===== src/chain_pkg.sv =====
// Operation
// - Data flows first device to last device.
// - Write executes on chip select rising edge.
// - No read result during request frame.
// - Even output bytes carry read data.
// - Odd output bytes echo instruction and address.
// - Output feeds next input; select, clock shared.
package chain_pkg;
    localparam int          WORD_W      = 16;
    localparam int          BYTE_W      = 8;
    localparam int          CNT_W       = 5;
    localparam int          FIFO_DEPTH  = 8;
    localparam int          REG_AW      = 5;
    localparam int          NUM_REGS    = 32;
    localparam logic [1:0]  OP_READ     = 2'h0;
    localparam logic [1:0]  OP_WRITE    = 2'h2;
    localparam logic [4:0]  BITS_PER_CMD = 5'h10;
    localparam logic [7:0]  REG_RESET   = 8'h80;
endpackage : chain_pkg


===== src/cmd_fifo.sv =====
module cmd_fifo #(
    parameter int WIDTH = 16,
    parameter int DEPTH = 8
) (
    input  wire logic             ref_clk,
    input  wire logic             nrst,
    input  wire logic [WIDTH-1:0] in_data,
    input  wire logic             in_valid,
    output logic                  in_ready,
    output logic      [WIDTH-1:0] out_data,
    output logic                  out_valid,
    input  wire logic             out_ready
);
    localparam int AW = $clog2(DEPTH);

    logic [WIDTH-1:0] mem [DEPTH];
    logic [AW-1:0]    wr_ptr_r;
    logic [AW-1:0]    rd_ptr_r;
    logic [AW:0]      count_r;
    logic             push;
    logic             pop;

    assign in_ready  = (count_r != (AW+1)'(DEPTH));
    assign out_valid = (count_r != '0);
    assign push      = in_valid && in_ready;
    assign pop       = out_valid && out_ready;
    assign out_data  = mem[rd_ptr_r];

    always_ff @(posedge ref_clk) begin
        if (push) begin
            mem[wr_ptr_r] <= in_data;
        end
    end

    always_ff @(posedge ref_clk or negedge nrst) begin
        if (!nrst) begin
            wr_ptr_r <= '0;
            rd_ptr_r <= '0;
            count_r  <= '0;
        end else begin
            if (push) begin
                wr_ptr_r <= AW'((wr_ptr_r + 1'b1) % DEPTH);
            end
            if (pop) begin
                rd_ptr_r <= AW'((rd_ptr_r + 1'b1) % DEPTH);
            end
            count_r <= count_r + (AW+1)'(push) - (AW+1)'(pop);
        end
    end
endmodule : cmd_fifo


===== src/chained_pot_device.sv =====
module chained_pot_device
    import chain_pkg::*;
(
    input  wire logic        ref_clk,
    input  wire logic        nrst,
    input  wire logic        cs_n,
    input  wire logic        sclk,
    input  wire logic        sdi,
    output logic             sdo,
    output logic             sdo_oe_n,
    output logic [7:0]       wiper,
    output logic             cmd_drop
);
    // ------------------------------------------------------------
    // State
    // ------------------------------------------------------------
    typedef enum logic [0:0] {
        APPLY_IDLE = 1'b0,
        APPLY_RUN  = 1'b1
    } apply_t;

    typedef struct packed {
        logic [2:0]        cs_s;
        logic [2:0]        ck_s;
        logic [2:0]        di_s;
        logic              cs_q;
        logic              ck_q;
        logic [WORD_W-1:0] shift;
        logic [CNT_W-1:0]  bits;
        logic              out_bit;
        logic              oe_n;
        logic              pend_rd;
        logic [REG_AW-1:0] pend_addr;
        logic [1:0]        pend_op;
        logic [7:0]        wiper;
        logic              drop;
        apply_t            ast;
    } state_t;

    state_t st_r;
    state_t st_nxt;

    logic [7:0]        regs_r [NUM_REGS];
    logic [WORD_W-1:0] fifo_out;
    logic              fifo_ovalid;
    logic              fifo_iready;
    logic              fifo_push;
    logic              fifo_pop;
    logic              cs_rise;
    logic              cs_fall;
    logic              ck_rise;
    logic              ck_fall;
    logic              cs_lvl;
    logic              ck_lvl;
    logic              di_lvl;

    // ------------------------------------------------------------
    // Pin sampling
    // ------------------------------------------------------------
    // A select or clock change counts once the second and third stages agree
    assign cs_lvl  = (st_r.cs_s[1] == st_r.cs_s[2]) ? st_r.cs_s[2] : st_r.cs_q;
    assign ck_lvl  = (st_r.ck_s[1] == st_r.ck_s[2]) ? st_r.ck_s[2] : st_r.ck_q;
    assign di_lvl  = st_r.di_s[2];
    assign cs_rise = cs_lvl && !st_r.cs_q;
    assign cs_fall = !cs_lvl && st_r.cs_q;
    assign ck_rise = ck_lvl && !st_r.ck_q && !cs_lvl;
    assign ck_fall = !ck_lvl && st_r.ck_q && !cs_lvl;

    // ------------------------------------------------------------
    // Command queue
    // ------------------------------------------------------------
    // The queue decouples frame end from applying the command
    assign fifo_push = cs_rise && (st_r.bits >= BITS_PER_CMD);

    cmd_fifo #(
        .WIDTH (WORD_W),
        .DEPTH (FIFO_DEPTH)
    ) u_fifo (
        .ref_clk   (ref_clk),
        .nrst      (nrst),
        .in_data   (st_r.shift),
        .in_valid  (fifo_push),
        .in_ready  (fifo_iready),
        .out_data  (fifo_out),
        .out_valid (fifo_ovalid),
        .out_ready (fifo_pop)
    );

    // Applying stalls while a frame is open, so the queue can fill
    assign fifo_pop = fifo_ovalid && cs_lvl && (st_r.ast == APPLY_RUN);

    always_ff @(posedge ref_clk) begin
        if (fifo_pop && fifo_out[15:14] == OP_WRITE) begin
            regs_r[fifo_out[12:8]] <= fifo_out[7:0];
        end
    end

    // ------------------------------------------------------------
    // Next state
    // ------------------------------------------------------------
    always_comb begin
        st_nxt      = st_r;
        st_nxt.cs_s = {st_r.cs_s[1:0], cs_n};
        st_nxt.ck_s = {st_r.ck_s[1:0], sclk};
        st_nxt.di_s = {st_r.di_s[1:0], sdi};
        st_nxt.cs_q = cs_lvl;
        st_nxt.ck_q = ck_lvl;
        st_nxt.oe_n = cs_lvl;

        if (cs_fall) begin
            st_nxt.bits = '0;
            if (st_r.pend_rd) begin
                st_nxt.shift   = {st_r.pend_op, 1'b0, st_r.pend_addr,
                                  regs_r[st_r.pend_addr]};
                st_nxt.pend_rd = 1'b0;
                st_nxt.out_bit = st_r.pend_op[1];
            end else begin
                st_nxt.shift   = '0;
                st_nxt.out_bit = 1'b0;
            end
        end

        if (ck_rise) begin
            st_nxt.shift = {st_r.shift[WORD_W-2:0], di_lvl};
            if (st_r.bits != '1) begin
                st_nxt.bits = st_r.bits + 1'b1;
            end
        end

        if (ck_fall) begin
            st_nxt.out_bit = st_r.shift[WORD_W-1];
        end

        st_nxt.drop = fifo_push && !fifo_iready;

        if (cs_rise && st_r.bits >= BITS_PER_CMD
                && st_r.shift[15:14] == OP_READ) begin
            st_nxt.pend_rd   = 1'b1;
            st_nxt.pend_addr = st_r.shift[12:8];
            st_nxt.pend_op   = st_r.shift[15:14];
        end

        unique case (st_r.ast)
            APPLY_IDLE: begin
                if (fifo_ovalid) begin
                    st_nxt.ast = APPLY_RUN;
                end
            end
            APPLY_RUN: begin
                if (fifo_pop) begin
                    st_nxt.ast = APPLY_IDLE;
                    if (fifo_out[15:14] == OP_WRITE
                            && fifo_out[12:8] == '0) begin
                        st_nxt.wiper = fifo_out[7:0];
                    end
                end
            end
        endcase
    end

    // ------------------------------------------------------------
    // Registers
    // ------------------------------------------------------------
    always_ff @(posedge ref_clk or negedge nrst) begin
        if (!nrst) begin
            st_r <= '{cs_s: 3'h7, ck_s: 3'h0, di_s: 3'h0, cs_q: 1'b1,
                      ck_q: 1'b0, shift: '0, bits: '0, out_bit: 1'b0,
                      oe_n: 1'b1, pend_rd: 1'b0, pend_addr: '0,
                      pend_op: 2'h0, wiper: REG_RESET, drop: 1'b0,
                      ast: APPLY_IDLE};
        end else begin
            st_r <= st_nxt;
        end
    end

    assign sdo      = st_r.out_bit;
    assign sdo_oe_n = st_r.oe_n;
    assign wiper    = st_r.wiper;
    assign cmd_drop = st_r.drop;
endmodule : chained_pot_device


===== config.mk =====
export PLATFORM = sky130hd
export DESIGN_NAME = chained_pot_device
export DESIGN_NICKNAME = d
export VERILOG_FILES = /design/src/chain_pkg.sv /design/src/cmd_fifo.sv /design/src/chained_pot_device.sv
export SDC_FILE = /design/constraint.sdc
export NUM_CORES = 1
export LEC_CHECK = 0
export BUFFER_PORTS_ARGS = -buffer_cell sky130_fd_sc_hd__buf_4
export CAP_MARGIN = 20
export CORE_UTILIZATION = 59
export CTS_BUF_LIST = sky130_fd_sc_hd__clkbuf_8
export DETAILED_ROUTE_END_ITERATION = 6
export HOLD_SLACK_MARGIN = 0.1
export PLACE_DENSITY = 0.88
export SLEW_MARGIN = 20
export SYNTH_ARGS = -nofsm -noshare
export SYNTH_HDL_FRONTEND = slang
export SYNTH_SLANG_ARGS = --single-unit

===== constraint.sdc =====
create_clock -name ref_clk -period 2.7 [get_ports ref_clk]
set_input_delay 0.135 -clock ref_clk [delete_from_list [all_inputs] [get_ports ref_clk]]
set_output_delay 0.135 -clock ref_clk [all_outputs]
set_load 0.02 [all_outputs]

==> reports/qor.yml, run 1 <==
status: "complete, but fails checks"
violations: "design-rule violations, negative setup slack"
p_per_area_nw_per_um2: 653
grt_pass1_vias: 9897
cp_top_family: "multiplexers"
coreArea_um2: 28600
path_cells: "buf_6, mux4_2, mux2_2, nand3b_1, buf_4, buf_4, nor2_1, buf_6"
grt_max_degree: 62
gp_congestion: 0.827
fmax_ghz: 0.368
vias_per_cell: 6.49
ys_seq_area_share_pct: 74.8
vdd_ir_drop_max_v: 0.000667
syn_area_per_cell_um2: 18.9
post_dp_cell_area_um2: 18400
synth_cell_types: 47
synth-edff-count: 376
finalCriticalPeriod_ns: 2.72
p_total_mw: 12.9
crit_slowest_cell: "mux4_2"
layout.cells.non_filler: 1474
cap_viol_max_count: 0
start_util_pct: 59.9
synth_area_leader_cell: "edfxtp_1"
cp_num_buf_inv: 4
grt_pass1_wl_um: 57900
required_ns: 2.98
antenna_found_initial: 0
fillers: 1540
yosys-top-cells-area: "edfxtp_1, mux4_2, dfrtp_1"
fin_skew_ns: 0.0430
tns_ns: -0.139
root_buffer: "clkbuf_8"
overflow: 0
p_leak_nw: 6.75
rsz0062_at_grt: "true"
period_share_pct: 101
cts_made_buffers: 66
area_growth_syn_to_layout_pct: 15.5
utilization_pct: 69.2
path_max_fanout: 8
postLayoutSetupSlackWorst_ns: -0.0182
die-width_um: 173
slew_viol_final: 0
cts.sinks: 437
numPortBuffers: 15
worst_setup_path_start_kind: "register"
num_io_pins: 16
dpl_worst_slack_ns: -0.0511
drive_gt1_share_pct: 32.0
ant_nets: 0
synth_ff_type: "edfxtp_1"
cts_tree: "built"
end_kind: "register"
cts.path.max_buffers: 3
dieArea_um2: 29800
slew_headroom_pct: 46.0
cp.arrival_ns: 3.00
dr.pass1.iters: 7
syn-instance-count: 910
nets: 1059
yosys_warnings: 0
first_iter_violations: 1046
grt_use_total_pct: 26.4
stdcell_area_um2: 19800
die_y_um: 173
crit_type: "reg -> reg"
insertion_delay_ns: 0.60
netlist_area_um2: 17200
cts.htree.levels: 3
hold_ws_ns: 0.189
synth_fp_nets: 926
ys_async_sr_fraction_pct: 14.0
std_cell_rows: 62
dpl.cell_count: 1352
netlist.area_leader.share_pct: 65.8
hold_viol: 0
wl_per_cell_um: 26.4
drc: 2
hp-class: "in -> async"
cts.reportedPaths.clkPinSlew_ns: 0.07
hpwlAfterDp_um: 22700
wl_um: 38900
worst_slew_pin_slew_ns: 0.810
ys_seq_elements: 437
max_stage_delay_ns: 0.49
vias: 9562
setup_viol: 12
[worst register-to-register path, stage by stage (launching register included)]
cell	delay, ns
dfrtp_1	0.43
buf_6	0.17
mux4_2	0.50
mux2_2	0.32
nand3b_1	0.23
buf_4	0.20
buf_4	0.16
nor2_1	0.20
buf_6	0.20
[final cells by class]
type                       count  area, um2  share of cell area, %
multi-input combinational    418       4190                   21.1
timing repair buffer         109       1010                   5.08
clock inverter                45        322                   1.62
inverter                      11       45.0                  0.227
antenna                        1       2.50                 0.0126
clock buffer                  69        950                   4.79
tap                          384        480                   2.42
sequential                   437      12800                   64.7
[state kept, by name, indices dropped and copies added, names as in the netlist]
name             cells
cmd_drop             1
di_lvl               1
regs_r             256
sdo                  1
sdo_oe_n             1
st_nxt               6
st_r                33
u_fifo.count_r       4
u_fifo.mem         120
u_fifo.rd_ptr_r      3
u_fifo.wr_ptr_r      3
wiper                8
[placed cells by master (no fill, tap or decap), types with 11 or more instances in the layout]
master    instances
mux4_2           91
mux2_2           26
dfrtp_1          54
nor2_2           16
buf_12           11
nand2_1          53
buf_6            11
inv_1            33
o21ai_0          24
clkbuf_8         69
buf_4            83
edfxtp_1        376
nor2_1           55
a21oi_1          17
mux2i_1          24
nand2b_1         11
[cell usage after synthesis, types with 8 or more instances]
cell type	instances
clkbuf_1	20
mux4_2	91
mux2_2	27
ha_1	10
a21oi_1	17
o21ai_0	24
nor3_1	13
and3_1	8
buf_1	9
nor2_1	71
buf_4	8
edfxtp_1	376
inv_1	10
nand2_1	61
mux2i_1	24
nand2b_1	11
dfrtp_1	56
[timing repair]
action | CTS | global route
endpoints found under the hold margin | 64 | 0
hold buffers | 4 | 0
gates cloned | 0 | 1
resized for setup | 12 | 22
setup buffers | 0 | 2
setup endpoints to repair | 94 | 215
pin swaps | 0 | 5
[path summary, 6_finish.rpt]
check / start / to / slack, ns / depth (start not counted)
worst max-delay path: u_fifo.rd_ptr_r[1] / regs_r[13][1] / -0.02 / 8
worst min-delay path: nrst / u_fifo.count_r[1] / 0.19 / 2
worst max register to register: u_fifo.rd_ptr_r[1] / regs_r[13][1] / -0.02 / 8
worst min register to register: st_nxt[50] / st_nxt[51] / 0.35 / 0
max in group asynchronous: nrst / st_r[12] / 1.90 / 2
min in group ref_clk: cs_n / st_nxt[50] / 0.22 / 2
[metal layers]
layer | vias up | GRT usage [%] | part of all wire, % | routed length [um]
li1 | 3865 | - | - | -
met1 | 4822 | 34.1 | 35 | 13800
met2 | 745 | 43.0 | 50 | 19600
met3 | 130 | 6.34 | 11 | 4160
met4 | 0 | 11.5 | 3.5 | 1360
met5 | - | 0 | 0 | 0
[power breakdown]
group | internal, mW | switching (mW) | leakage, nW | total (mW)
Sequential | 7.37 | 0.113 | 4.19 | 7.48
Combinational | 0.0578 | 0.103 | 1.84 | 0.160
Clock | 2.85 | 2.46 | 0.722 | 5.31
Total | 10.3 | 2.67 | 6.75 | 12.9
[cell families (layout without fill, tap and decap cells)]
| group | after synthesis | count (layout) | share of synthesized area, % |
|---|---|---|---|
| other | 0 | 1 | 0 |
| xor gates and xnor gates | 6 | 6 | 0.306 |
| adders and majority gates | 12 | 12 | 0.904 |
| and+or+nand+nor | 192 | 193 | 5.19 |
| AOI/OAI and AO/OA | 65 | 65 | 2.24 |
| muxes | 142 | 142 | 15.1 |
| DFF | 437 | 437 | 74.8 |
| buffers and inverters | 56 | 234 | 1.50 |
(Power assumes the default switching activity.)
==> run 2, diff against run 1 <==
- REMOVE_ABC_BUFFERS: not set -> 1
==> run 2 against run 1 <==
Die area unchanged. Fmax rose by 1.1%. Final cell count down 0.14%. The flow now finishes without violations. Routed wire length down 9.1%. Highest routed layer unchanged. Worst hold slack worse by 0.031 ns. Via count down 4.8%.
==> reports/qor.yml, run 2 (synthesized netlist as in run 1, its figures left out) <==
dr.pass1.iters: 5  # -2
fillers: 1616  # +4.9%
cap_viol_max_count: 0  # unchanged
dieArea_um2: 29800  # unchanged
crit_type: "reg -> reg"
die-width_um: 173  # unchanged
gp_congestion: 0.852  # +3.0%
insertion_delay_ns: 0.61  # about the same
root_buffer: "clkbuf_8"
cts.sinks: 437  # unchanged
hp-class: "in -> async"
worst_slew_pin_slew_ns: 0.826  # +0.0161 ns
start_util_pct: 59.9  # unchanged
hold_ws_ns: 0.158  # -0.0313 ns
period_share_pct: 99.5  # -1.1 points
path_cells: "buf_12, mux4_2, mux2_4, or4_4, nor2_4, mux2_2"
cts.path.max_buffers: 3  # unchanged
cts.htree.levels: 2  # -1
layout_common_cells: "edfxtp_1, buf_4, mux4_2"
coreArea_um2: 28600  # unchanged
cts_made_buffers: 61  # -7.6%
drive_gt1_share_pct: 29.7  # -2.3 points
cp.arrival_ns: 3.17  # +0.17 ns
cts.reportedPaths.clkPinSlew_ns: 0.06  # about the same
crit_slowest_cell: "or4_4"
cp_top_family: "multiplexers"
fin_skew_ns: 0.0198  # -0.0232 ns
vias_per_cell: 6.18  # -4.7%
ant_nets: 0  # unchanged
fmax_ghz: 0.372  # +1.1%
hold_viol: 0  # unchanged
end_kind: "register"
p_leak_nw: 6.70  # -0.78%
p_total_mw: 12.5  # -3.7%
grt_max_degree: 62  # unchanged
finalCriticalPeriod_ns: 2.69  # -0.0308 ns
drc: 0  # -2
hpwlAfterDp_um: 22300  # -1.8%
slew_viol_final: 0  # unchanged
numPortBuffers: 15  # unchanged
die_y_um: 173  # unchanged
required_ns: 3.19  # +0.21 ns
antenna_cells: 0  # -1
largest_reg_flops: 256  # unchanged
tns_ns: 0  # +0.139 ns
vias: 9100  # -4.8%
wl_per_cell_um: 24.0  # -9.0%
grt_pass1_vias: 9479  # -4.2%
layout.cells.non_filler: 1472  # -0.14%
area_growth_syn_to_layout_pct: 14.2
std_cell_rows: 62  # unchanged
wl_um: 35300  # -9.1%
grt_pass1_wl_um: 54700  # -5.5%
rsz0062_at_grt: "true"
cts_tree: "built"
nets: 1055  # -0.38%
p_per_area_nw_per_um2: 637  # -2.5%
antenna_found_initial: 0  # unchanged
path_max_fanout: 13  # +5
setup_viol: 0  # -12
num_io_pins: 16  # unchanged
worst_setup_path_start_kind: "register"
slew_headroom_pct: 44.7  # -1.3 points
grt_use_total_pct: 24.6  # -1.8 points
vdd_ir_drop_max_v: 0.000532  # -20%
final_common_cell: "edfxtp_1"
overflow: 0  # unchanged
max_stage_delay_ns: 0.64  # +0.15 ns
status: "finished, final reports clean"
dpl.cell_count: 1354  # +0.15%
cp_num_buf_inv: 1  # -3
first_iter_violations: 975  # -6.8%
==> run 2: per-layer routing <==
layer | share of wire, % | vias to the layer above | track usage (%) | wire length, um
met5 | 0 | - | 0 | 0
met4 | 3.0 | 0 | 9.86 | 1070
met3 | 7.7 | 94 | 4.66 | 2710
met2 | 50 | 494 | 39.7 | 17600
met1 | 39 | 4648 | 33.5 | 13900
li1 | - | 3864 | - | -
==> run 2: worst paths after layout <==
path                                          from           endpoint  slack (ns)  cells past startpoint
worst max-delay path            u_fifo.rd_ptr_r[1]           wiper[5]        0.01                      6
worst min-delay path                          nrst  u_fifo.count_r[2]        0.16                      2
worst max register to register  u_fifo.rd_ptr_r[1]           wiper[5]        0.01                      6
worst min register to register          st_nxt[47]         st_nxt[48]        0.34                      0
max in group asynchronous                     nrst           st_r[12]        1.96                      2
min in group ref_clk                          sclk         st_nxt[47]        0.22                      2
==> run 2: stage by stage <==
step	util, %	area, um2	worst slack [ns]
after floorplan	-	16900	-1.34
after global placement	64.0	18300	0.0731
after detailed placement	64.0	18300	-0.0683
after CTS	68.3	19500	0.00275
after global routing	68.5	19600	-0.0482
final	68.5	19600	0.0126
==> run 2: timing repair <==
action / in CTS / in global routing
gates cloned: 0 / 1
endpoints found under the setup margin: 24 / 85
hold endpoints to repair: 64 / 0
gates resized for setup: 3 / 8
hold buffers: 4 / 0
setup buffers: 0 / 1
==> run 2: power breakdown <==
part / internal (mW) / switching (mW)
Clock: 2.52 / 2.33
Sequential: 7.37 / 0.101
Combinational: 0.0591 / 0.0890
Total: 9.95 / 2.53
==> run 2: area by class of cell <==
cell class	count	area [um2]	share of cell area (%)
flip-flops and latches	437	12800	65.5
multi-input cells	418	4130	21.1
clock buffers	69	950	4.85
repair buffers	110	940	4.80
well taps	384	480	2.45
clock inverters	43	226	1.16
inverters	11	41.3	0.211
